[src/rtl/discharge_pin_pkg.sv]
package discharge_pin_pkg;
    // Register byte addresses on the bus
    localparam logic [7:0] PIN_SETUP_ADDR = 8'h00;
    localparam logic [7:0] UNIT_SETUP_ADDR = 8'h04;
    localparam logic [7:0] STATUS_ADDR = 8'h08;

    // Reset values and the unit setup writable mask
    localparam logic [7:0] PIN_SETUP_RESET = 8'h00;
    localparam logic [7:0] UNIT_SETUP_RESET = 8'h05;
    localparam logic [7:0] UNIT_SETUP_WRITABLE = 8'h1F;

    // Pin setup layout
    localparam int ROLE_LSB = 0;
    localparam int OPT_LSB = 2;

    // Option bits for the output roles
    localparam int OPT_POLARITY = 5;
    localparam int OPT_SUPPLY = 3;
    localparam int OPT_PULL_UP = 2;
    localparam int OPT_DRIVE_HIGH = 1;
    localparam int OPT_PULL_DOWN = 0;

    // Option fields for the analog role
    localparam int OPT_PULLUP_LSB = 4;
    localparam int OPT_POLY_LSB = 2;
    localparam int OPT_MEAS_LSB = 0;

    // Measurement unit setup layout
    localparam int CURRENT_UNIT_LSB = 0;
    localparam int VOLT_UNIT_BIT = 2;
    localparam int TEMP_EN_BIT = 3;
    localparam int TEMP_FET_BIT = 4;

    // Reported unit sizes
    localparam logic [13:0] VOLT_LSB_FINE_UV = 14'h03E8;
    localparam logic [13:0] VOLT_LSB_COARSE_UV = 14'h2710;
    localparam logic [9:0] CURRENT_LSB_0 = 10'h001;
    localparam logic [9:0] CURRENT_LSB_1 = 10'h00A;
    localparam logic [9:0] CURRENT_LSB_2 = 10'h064;
    localparam logic [9:0] CURRENT_LSB_3 = 10'h3E8;

    typedef enum logic [1:0] {
        ROLE_UNUSED = 2'b00,
        ROLE_GENERAL_OUTPUT = 2'b01,
        ROLE_DISCHARGE_DRIVER = 2'b10,
        ROLE_ANALOG_INPUT = 2'b11
    } role_type;

    typedef enum logic [1:0] {
        PULLUP_18K = 2'b00,
        PULLUP_180K = 2'b01,
        PULLUP_NONE = 2'b10,
        PULLUP_SPARE = 2'b11
    } pullup_type;

    typedef enum logic [1:0] {
        POLY_18K = 2'b00,
        POLY_180K = 2'b01,
        POLY_CUSTOM = 2'b10,
        POLY_RAW = 2'b11
    } poly_type;

    typedef enum logic [1:0] {
        MEAS_GENERAL_ADC = 2'b00,
        MEAS_CELL_TEMP = 2'b01,
        MEAS_REPORT_ONLY = 2'b10,
        MEAS_FET_TEMP = 2'b11
    } meas_type;
endpackage

[src/rtl/output_drive_decode.sv]
module output_drive_decode (
    input wire logic [1:0] role_i,
    input wire logic [5:0] opt_i,
    input wire logic discharge_enable_i,
    input wire logic general_output_level_i,
    output logic level_o,
    output logic oe_o,
    output logic first_regulator_o,
    output logic pull_up_o,
    output logic pull_down_o
);
    wire is_gpo = (role_i == discharge_pin_pkg::ROLE_GENERAL_OUTPUT);
    wire is_driver = (role_i == discharge_pin_pkg::ROLE_DISCHARGE_DRIVER);
    wire active = is_gpo | is_driver;
    wire polarity = opt_i[discharge_pin_pkg::OPT_POLARITY];
    wire supply = opt_i[discharge_pin_pkg::OPT_SUPPLY];
    wire drive_high = opt_i[discharge_pin_pkg::OPT_DRIVE_HIGH];
    // Polarity only matters for the driver role
    wire driver_level = polarity ? discharge_enable_i : ~discharge_enable_i;
    wire want_high = is_gpo ? general_output_level_i : driver_level;
    // Float on high unless active drive or the first-regulator supply forces a push
    wire drives_now = active & (~want_high | drive_high | supply);

    assign oe_o = drives_now;
    assign level_o = drives_now & want_high;
    assign first_regulator_o = active & supply;
    // Pull-up combined with the first-regulator supply is left to software
    assign pull_up_o = active & opt_i[discharge_pin_pkg::OPT_PULL_UP];
    assign pull_down_o = active & opt_i[discharge_pin_pkg::OPT_PULL_DOWN];
endmodule

[src/rtl/analog_option_decode.sv]
module analog_option_decode (
    input wire logic [1:0] role_i,
    input wire logic [5:0] opt_i,
    output logic active_o,
    output logic pullup_18k_o,
    output logic pullup_180k_o,
    output logic [1:0] poly_o,
    output logic [1:0] meas_o,
    output logic raw_counts_o,
    output logic cell_temp_o,
    output logic fet_temp_o
);
    wire is_analog = (role_i == discharge_pin_pkg::ROLE_ANALOG_INPUT);
    wire [1:0] pullup_code = opt_i[discharge_pin_pkg::OPT_PULLUP_LSB +: 2];
    wire [1:0] poly_code = opt_i[discharge_pin_pkg::OPT_POLY_LSB +: 2];
    wire [1:0] meas_code = opt_i[discharge_pin_pkg::OPT_MEAS_LSB +: 2];

    assign active_o = is_analog;
    assign pullup_18k_o = is_analog & (pullup_code == discharge_pin_pkg::PULLUP_18K);
    // Spare pull-up code is treated as no pull-up
    assign pullup_180k_o = is_analog & (pullup_code == discharge_pin_pkg::PULLUP_180K);
    assign poly_o = is_analog ? poly_code : 2'h0;
    assign raw_counts_o = is_analog & (poly_code == discharge_pin_pkg::POLY_RAW);
    assign meas_o = is_analog ? meas_code : 2'h0;
    assign cell_temp_o = is_analog & (meas_code == discharge_pin_pkg::MEAS_CELL_TEMP);
    assign fet_temp_o = is_analog & (meas_code == discharge_pin_pkg::MEAS_FET_TEMP);
endmodule

[src/rtl/discharge_driver_pin_config.sv]
// Behaviour
// - Two role bits pick unused, general output, discharge driver or analog input.
// - Six option bits are decoded according to the selected role.
// - Driver role: polarity bit sets idle level; general output ignores it.
// - Output roles: supply bit picks 1.8 V regulator or first regulator output.
// - Output roles: pull-up bit enables weak pull-up to first regulator output.
// - Output roles: drive bit chooses float or active drive for high level; with the supply bit set, high is always driven.
// - Output roles: pull-down bit enables weak pull-down to ground.
// - Analog role: pull-up code 00 selects the 18 kOhm thermistor pull-up.
// - Analog role: code 01 selects 180 kOhm pull-up, code 10 none.
// - Analog role: polynomial code selects 18K, 180K, custom or raw counts.
// - Analog role: measurement type is general ADC, cell, report-only or FET temperature.
// - Internal temperature serves as FET temperature only when both enables are set.
// - Voltage unit bit selects 1 mV or 10 mV reported voltage units.
// - Current unit field selects 0.1, 1, 10 or 100 mA units.
module discharge_driver_pin_config (
    input wire logic clk_i,
    input wire logic rst_i,
    input wire logic wb_cyc_i,
    input wire logic wb_stb_i,
    input wire logic wb_we_i,
    input wire logic [7:0] wb_adr_i,
    input wire logic [3:0] wb_sel_i,
    input wire logic [31:0] wb_dat_i,
    output logic [31:0] wb_dat_o,
    output logic wb_ack_o,
    input wire logic discharge_enable_i,
    input wire logic general_output_level_i,
    output logic pin_out_o,
    output logic pin_oe_o,
    output logic drive_from_first_regulator_o,
    output logic weak_pull_up_o,
    output logic weak_pull_down_o,
    output logic analog_input_active_o,
    output logic therm_pullup_18k_o,
    output logic therm_pullup_180k_o,
    output logic [1:0] poly_select_o,
    output logic [1:0] meas_type_o,
    output logic report_raw_counts_o,
    output logic cell_temp_protect_o,
    output logic fet_temp_protect_o,
    output logic internal_temp_as_cell_o,
    output logic internal_temp_as_fet_temp_o,
    output logic voltage_unit_select_o,
    output logic [13:0] voltage_lsb_uv_o,
    output logic [1:0] current_unit_o,
    output logic [9:0] current_lsb_tenth_ma_o
);
    logic [7:0] pin_setup_q;
    logic [7:0] pin_setup_d;
    logic [7:0] unit_setup_q;
    logic [7:0] unit_setup_d;
    logic ack_q;
    logic [31:0] rdata_q;
    logic pin_out_q;
    logic pin_oe_q;

    // Bus decode
    wire req = wb_cyc_i & wb_stb_i;
    wire commit = req & ack_q & wb_we_i & wb_sel_i[0];
    wire hit_pin = (wb_adr_i == discharge_pin_pkg::PIN_SETUP_ADDR);
    wire hit_unit = (wb_adr_i == discharge_pin_pkg::UNIT_SETUP_ADDR);
    wire hit_status = (wb_adr_i == discharge_pin_pkg::STATUS_ADDR);

    wire [1:0] role = pin_setup_q[discharge_pin_pkg::ROLE_LSB +: 2];
    wire [5:0] opt = pin_setup_q[discharge_pin_pkg::OPT_LSB +: 6];
    wire out_role = (role == discharge_pin_pkg::ROLE_GENERAL_OUTPUT) ||
                    (role == discharge_pin_pkg::ROLE_DISCHARGE_DRIVER);

    wire drv_level;
    wire drv_oe;

    // Both decoders see the same option bits; each one qualifies by role
    output_drive_decode u_drive (
        .role_i(role),
        .opt_i(opt),
        .discharge_enable_i(discharge_enable_i),
        .general_output_level_i(general_output_level_i),
        .level_o(drv_level),
        .oe_o(drv_oe),
        .first_regulator_o(drive_from_first_regulator_o),
        .pull_up_o(weak_pull_up_o),
        .pull_down_o(weak_pull_down_o)
    );

    analog_option_decode u_analog (
        .role_i(role),
        .opt_i(opt),
        .active_o(analog_input_active_o),
        .pullup_18k_o(therm_pullup_18k_o),
        .pullup_180k_o(therm_pullup_180k_o),
        .poly_o(poly_select_o),
        .meas_o(meas_type_o),
        .raw_counts_o(report_raw_counts_o),
        .cell_temp_o(cell_temp_protect_o),
        .fet_temp_o(fet_temp_protect_o)
    );

    // Measurement unit decode
    wire temp_en = unit_setup_q[discharge_pin_pkg::TEMP_EN_BIT];
    wire temp_fet = unit_setup_q[discharge_pin_pkg::TEMP_FET_BIT];
    wire [1:0] cur_unit = unit_setup_q[discharge_pin_pkg::CURRENT_UNIT_LSB +: 2];

    // FET-use bit is meaningless without the enable
    assign internal_temp_as_fet_temp_o = temp_en & temp_fet;
    // Internal source used as FET temperature is kept out of the cell figures
    assign internal_temp_as_cell_o = temp_en & ~temp_fet;
    assign voltage_unit_select_o = unit_setup_q[discharge_pin_pkg::VOLT_UNIT_BIT];
    assign voltage_lsb_uv_o = voltage_unit_select_o ? discharge_pin_pkg::VOLT_LSB_COARSE_UV :
                              discharge_pin_pkg::VOLT_LSB_FINE_UV;
    assign current_unit_o = cur_unit;
    assign current_lsb_tenth_ma_o = (cur_unit == 2'h0) ? discharge_pin_pkg::CURRENT_LSB_0 :
                                    (cur_unit == 2'h1) ? discharge_pin_pkg::CURRENT_LSB_1 :
                                    (cur_unit == 2'h2) ? discharge_pin_pkg::CURRENT_LSB_2 :
                                    discharge_pin_pkg::CURRENT_LSB_3;

    // Register next values; reserved top bits of the unit byte stay zero
    assign pin_setup_d = (commit && hit_pin) ? wb_dat_i[7:0] : pin_setup_q;
    assign unit_setup_d = (commit && hit_unit) ?
                          (wb_dat_i[7:0] & discharge_pin_pkg::UNIT_SETUP_WRITABLE) : unit_setup_q;

    wire [7:0] status_word = {2'h0, internal_temp_as_fet_temp_o, fet_temp_protect_o,
                              cell_temp_protect_o, analog_input_active_o, pin_oe_q, pin_out_q};
    // Unmapped addresses read as zero and ignore writes
    wire [7:0] read_byte = hit_pin ? pin_setup_q :
                           hit_unit ? unit_setup_q :
                           hit_status ? status_word : 8'h00;

    always_ff @(posedge clk_i) begin
        if (rst_i) begin
            pin_setup_q <= discharge_pin_pkg::PIN_SETUP_RESET;
            unit_setup_q <= discharge_pin_pkg::UNIT_SETUP_RESET;
        end else begin
            pin_setup_q <= pin_setup_d;
            unit_setup_q <= unit_setup_d;
        end
    end

    // One wait state; ack drops the cycle after it is given
    always_ff @(posedge clk_i) begin
        if (rst_i) begin
            ack_q <= 1'b0;
            rdata_q <= 32'h0000_0000;
        end else begin
            ack_q <= req & ~ack_q;
            if (req && !ack_q) begin
                rdata_q <= {24'h00_0000, read_byte};
            end
        end
    end

    // Pin drive is registered so the pad sees no decode glitches
    always_ff @(posedge clk_i) begin
        if (rst_i) begin
            pin_out_q <= 1'b0;
            pin_oe_q <= 1'b0;
        end else begin
            pin_out_q <= drv_level;
            pin_oe_q <= drv_oe;
        end
    end

    assign wb_ack_o = ack_q;
    assign wb_dat_o = rdata_q;
    assign pin_out_o = pin_out_q;
    assign pin_oe_o = pin_oe_q;
endmodule

[config.mk]
export PLATFORM = sky130hd
export DESIGN_NAME = discharge_driver_pin_config
export DESIGN_NICKNAME = d
export VERILOG_FILES = /design/src/rtl/discharge_pin_pkg.sv /design/src/rtl/output_drive_decode.sv /design/src/rtl/analog_option_decode.sv /design/src/rtl/discharge_driver_pin_config.sv
export SDC_FILE = /design/constraint.sdc
export NUM_CORES = 1
export LEC_CHECK = 0
export BUFFER_PORTS_ARGS = -buffer_cell sky130_fd_sc_hd__buf_2
export CAP_MARGIN = 0
export CORE_ASPECT_RATIO = 0.9
export CORE_MARGIN = 2
export CORE_UTILIZATION = 36
export CTS_CLUSTER_SIZE = 8
export DETAILED_ROUTE_END_ITERATION = 10
export PLACE_DENSITY = 0.77
export SYNTH_ARGS = -nofsm -noshare
export SYNTH_HDL_FRONTEND = slang
export SYNTH_SLANG_ARGS = --single-unit
[constraint.sdc]
create_clock -name clk_i -period 1.6 [get_ports clk_i]
set_input_delay 0.48 -clock clk_i [delete_from_list [all_inputs] [get_ports clk_i]]
set_output_delay 0.48 -clock clk_i [all_outputs]
set_load 0.02 [all_outputs]
### Yosys cells after proc, flatten, opt, wreduce, memory -nomap -nowiden

Index checks and enable logic that the tools add are counted.

| operators by class | value |
|---|---|
| reductions and logical operators | 7 |
| bitwise gates (word level) | 24 |
| muxes and demuxes | 11 |
| equality and inequality tests | 11 |

Operators with widths:

| cell | number |
|---|---|
| $mux 10 | 3 |
| $and 1x1->1 | 17 |
| $mux 14 | 1 |
| $mux 6 | 2 |
| $eq 2x2->1 const B | 5 |
| $eq 2x1->1 const B | 4 |
| $eq 8x3->1 const B | 1 |
| $eq 8x4->1 const B | 1 |
| $logic_not 8->1 | 1 |
| $mux 8 | 1 |
| $logic_not 2->1 | 2 |
| $mux 2 | 2 |
| $not 1->1 | 4 |
| $logic_and 1x1->1 | 3 |
| $or 1x1->1 | 3 |
| $mux 1 | 2 |
| $logic_not 1->1 | 1 |

| storage, ports and cells | value |
|---|---|
| input port bits | 51 |
| word-level logic and storage cells | 59 |
| flip-flop bits (word level) | 24 |
| output and inout port bits | 77 |

### Logic depth before layout (Yosys ltp)

| logic depth | value |
|---|---|
| depth in word-level cells | 8 |
| gate-level depth with buffers | 5 |
| gate-level depth less buffers | 5 |

### Cells and area by module

Synthesis repeated with hierarchy kept, for this count alone.

| second synthesis, totals | value |
|---|---|
| cell total of the unflattened synthesis | 190 |
| area total of the unflattened synthesis | 1712.9 µm² |

By module, submodules not included:

| module | area each (µm²) | times used | cells each | seq. area each (µm²) |
|---|---|---|---|---|
| discharge_driver_pin_config | 1531.5 | 1 | 168 | 480.5 |
| output_drive_decode | 93.8 | 1 | 12 | 0.0 |
| analog_option_decode | 87.6 | 1 | 10 | 0.0 |

### Worst setup path before layout

OpenSTA, ideal clock, no wires.

| path | value |
|---|---|
| kind | register to output |
| start | register pin_setup_q[0] |
| end | output therm_pullup_180k_o |
| setup slack | -259 ps |
| data required time | 1120 ps |
| data arrival time | 1379 ps |
| buffers on the path | 0 |
| stages on the path, launching flop included | 4 |
| path through | dfxtp_1 ha_1 inv_1 nor3b_1 |

| between the ends | value |
|---|---|
| cells in the longest elaborated chain, start to end | 2 |

RTL lines:

| item | line | RTL |
|---|---|---|
| start, declared | discharge_driver_pin_config.sv:49 | `logic [7:0] pin_setup_q;` |
| start signal, assigned | discharge_driver_pin_config.sv:131 | `pin_setup_q <= discharge_pin_pkg::PIN_SETUP_RESET;` |
| start signal, assigned | discharge_driver_pin_config.sv:134 | `pin_setup_q <= pin_setup_d;` |
| $eq 2x2->1 | analog_option_decode.sv:13 | `wire is_analog = (role_i == discharge_pin_pkg::ROLE_ANALOG_INPUT);` |
| via analog_input_active_o | discharge_driver_pin_config.sv:34 | `output logic analog_input_active_o,` |
| $and 1x1->1 | analog_option_decode.sv:21 | `assign pullup_180k_o = is_analog & (pullup_code == discharge_pin_pkg::PULLUP_180K);` |
| end, declared | discharge_driver_pin_config.sv:36 | `output logic therm_pullup_180k_o,` |

The timed path passes the listed nets, and every way through them passes these cells.

### Worst setup path after layout

| path | value |
|---|---|
| start | register pin_setup_q[0] |
| end | output fet_temp_protect_o |

| between the ends | value |
|---|---|
| cells in the longest elaborated chain, start to end | 2 |

RTL lines:

| item | line | RTL |
|---|---|---|
| $eq 2x2->1 | analog_option_decode.sv:13 |  |
| $and 1x1->1 | analog_option_decode.sv:26 | `assign fet_temp_o = is_analog & (meas_code == discharge_pin_pkg::MEAS_FET_TEMP);` |
| end, declared | discharge_driver_pin_config.sv:41 | `output logic fet_temp_protect_o,` |

No other way between the ends.

==> key figures <==
Run status
  – Status: finished with violations
  – Violated checks: setup timing

Cells and area
  – # fillers: 448
  – FF+latch area: 492 µm²
  – Commonest non-fill, non-tap cell in the layout: buf_2
  – Most frequent cells in the layout: buf_2, conb_1, nand2b_1
  – Non-filler cells, final: 317
  – Area delta synth->final: 30.8%
  – Area occupied by multi-input gates: around 960 µm²
  – Post-route cell area: 2170 µm²
  – Layout cell share with drive strength beyond 1: 41.6%
  – Diodes inserted: 0
  – Layout Nets: 309

Place
  – Pre-CTS setup slack: -0.0784 ns
  – RD Place Congestion: 0.895
  – Number of port buffers: 68
  – Placed Instances: 309
  – Dpl cell area: 1900 µm²
  – Dpl hpwl: 3.06 mm

Power and ir drop
  – Total power: approximately 1.3 mW
  – P per Cell Area: 598 nW/µm²
  – VDD IR max: about 380 µV
  – Leakage power: about 1 nW

Die
  – Die extent in x: about 75 µm
  – Die ar.: 5160 µm²
  – Num ports: 128
  – Die H: 68.3 µm
  – # rows: 23
  – Core ar.: ~4400 µm²
  – Starting Density: a little under two fifths

Timing
  – Fin Hold WS: roughly 0.46 ns
  – Fmax achieved: 576 MHz
  – RSZ-0062 raised after global routing: true
  – Clock period minus worst slack: 1.74 ns
  – Crit share post-route: 108%
  – Final WS setup: -0.135 ns
  – Fin. Hold Viols: 0
  – Finish-stage setup viols: 11
  – Max Slew Vio Count: 0
  – Clk_skew: 0.00600 ns

Worst hold path
  – Worst Hold End: wb_dat_o[7]
  – Hold Startpoint: wb_dat_o[7]
  – Worst hold path type: register to register
  – Hold path depth: 2

Logic synthesis
  – Count of different cell masters after synthesis: 36
  – Yosys warnings: 0
  – Ys async rst share: 0%
  – Post-synth top area share: 29.0%
  – Leading post-synthesis cells by cell area: dfxtp_1, buf_4, mux2i_1
  – Mapped Area: 1660 µm²
  – Register area share after synthesis: between 20% and 30%
  – Post-Syn Instances: around 190
  – Area leader, netlist: dfxtp_1
  – Ys flop type: dfxtp_1
  – Syn Area/Cell: ~8.6 µm²
  – Synth Register Bits: 24
  – EDFF count, synth: 0

Job
  – Max-Cap Viols: 0

Worst setup path
  – Cell mode on critical path: buf_6
  – RR Startpoint: pin_setup_q[0]
  – CP Capture Type: output port
  – Top delay family on crit path: flip-flops
  – WP data required: roughly 1.1 ns
  – Critical Path AT: approximately 1.3 ns
  – Max incr delay on CP: 0.39 ns
  – R2R Path End: wb_dat_o[3]
  – Worst Setup Start Kind: register
  – Reg2reg path depth: 7
  – Crit path max-delay cell type: dfxtp_4
  – CP Cell Sequence: ha_4 -> buf_6 -> nand2_4 -> nor2_4 -> buf_6
  – Worst-path maximum fanout: 6
  – Reg2reg setup slack: 0.01 ns
  – CP bufs+invs: 2
  – CP Class: register to output port

Clock network
  – CTS tree: built
  – Clock Path Buffers: 2
  – Worst-Skew Late Latency: 0.27 ns
  – Htree depth: 1
  – CTS Hold Buffers Added: 0
  – Clock-pin slew on the worst setup and hold paths: 0.09 ns
  – Clk sinks: 24
  – Num CTS Buffers: 3
  – Root Buffer: clkbuf_8

GRT
  – Largest net degree at the start of global routing: 29
  – First-pass GRT wire length: 5.92 mm
  – Total GRT Usage: between 15 and 20%
  – Vias in the first global route: 1278
  – Gr ovfl total: 0
  – Initial antenna violation count: 0

Drt
  – DRT Wirelength: 4.22 mm
  – Routed via count: 1432
  – Post-DRT Antenna Nets: 0
  – Pre-Repair DR Iteration Count: 4
  – WL/cell: approximately 13 µm
  – DRC viols: 0
  – Initial DRC count: between 100 and 150
  – Mean number of vias per cell: around 4.5
timing repair:
item                       4_1_cts  5_1_grt
buffers inserted                 2        2
pin swaps                        4        3
resized for setup               32       16
setup endpoints to repair       16       13
state kept, by name (all words and copies together), names as in the netlist:
| name | flops |
|---|---|
| pin_setup_q | 8 |
| wb_dat_o | 8 |
| unit_setup_q | 5 |
| pin_oe_o | 1 |
| pin_out_o | 1 |
| wb_ack_o | 1 |
worst register-to-register path, delay by kind of cell (launching register included):
kind            cells  cell delay, ns
compound gates      2            0.51
simple gates        1            0.10
flops               1            0.39
fa+ha+maj           1            0.16
buf+inv             3            0.38
Yosys cell counts (2+ instances only):
master,instances
buf_2,2
nor2_1,11
a32o_1,4
dfxtp_1,24
buf_6,2
nand3b_1,6
nand3_1,2
o22ai_1,3
nand2_1,3
nand2b_1,21
nor2b_1,10
buf_4,43
and2_1,4
and4_1,3
inv_1,8
nand4_1,4
conb_1,2
mux2i_1,14
a21oi_1,2
clkbuf_1,6
and3_1,3
ha_1,2
area by class of cell:
cell class / count / share of cell area, %
repair buffers: 81 / 24.8
flip-flops and latches: 24 / 22.7
clock inverters: 1 / 1.39
well taps: 62 / 3.58
multi-input cells: 138 / 44.1
clock buffers: 3 / 1.91
inverters: 8 / 1.50
through the flow:
stage	setup TNS, ns	util [%]
2_1_floorplan	-0.147	-
3_3_place_gp	-0.150	43.0
3_5_place_dp	-0.345	43.0
4_1_cts	-1.05	47.4
5_1_grt	-1.64	48.9
6_report	-1.12	48.9
worst max-delay path by stage:
stage	to	cells after the start	startpoint
finish	fet_temp_protect_o	5	pin_setup_q[0]
global route	drive_from_first_regulator_o	4	pin_setup_q[0]
CTS	weak_pull_down_o	4	pin_setup_q[0]
detailed placement	pin_setup_q[0]	6	wb_adr_i[5]
global placement	pin_setup_q[5]	6	wb_adr_i[5]
floorplan	meas_type_o[1]	3	pin_setup_q[0]
cell families (layout without fill, tap and decap cells):
kind of cell	count (synthesis)	count (layout)	share of synthesized area (%)
flip-flops	24	24	29.0
buffers and inverters	61	93	24.6
adder cells (fa/ha/maj)	2	2	1.51
AND/OR/NAND/NOR	74	74	28.3
other	2	32	0.454
XOR/XNOR	1	1	0.529
multiplexers	14	14	8.47
AO/OA/AOI/OAI	15	15	7.11
per-layer routing:
metal  share of wire, %  track usage (%)  up-vias
li1                   -                -      696
met1                 41             18.1      661
met2                 50             27.3       65
met3                7.4             3.53       10
met4                2.2             3.51        0
met5                  0                0        -
where the power goes:
group / total [mW] / internal (mW) / leakage [nW] / switching (mW)
clock: 0.527 / 0.334 / 0.0357 / 0.192
combinational: 0.173 / 0.0521 / 0.772 / 0.120
sequential: 0.596 / 0.594 / 0.196 / 0.00141
Power figures use the tool's default switching activity.
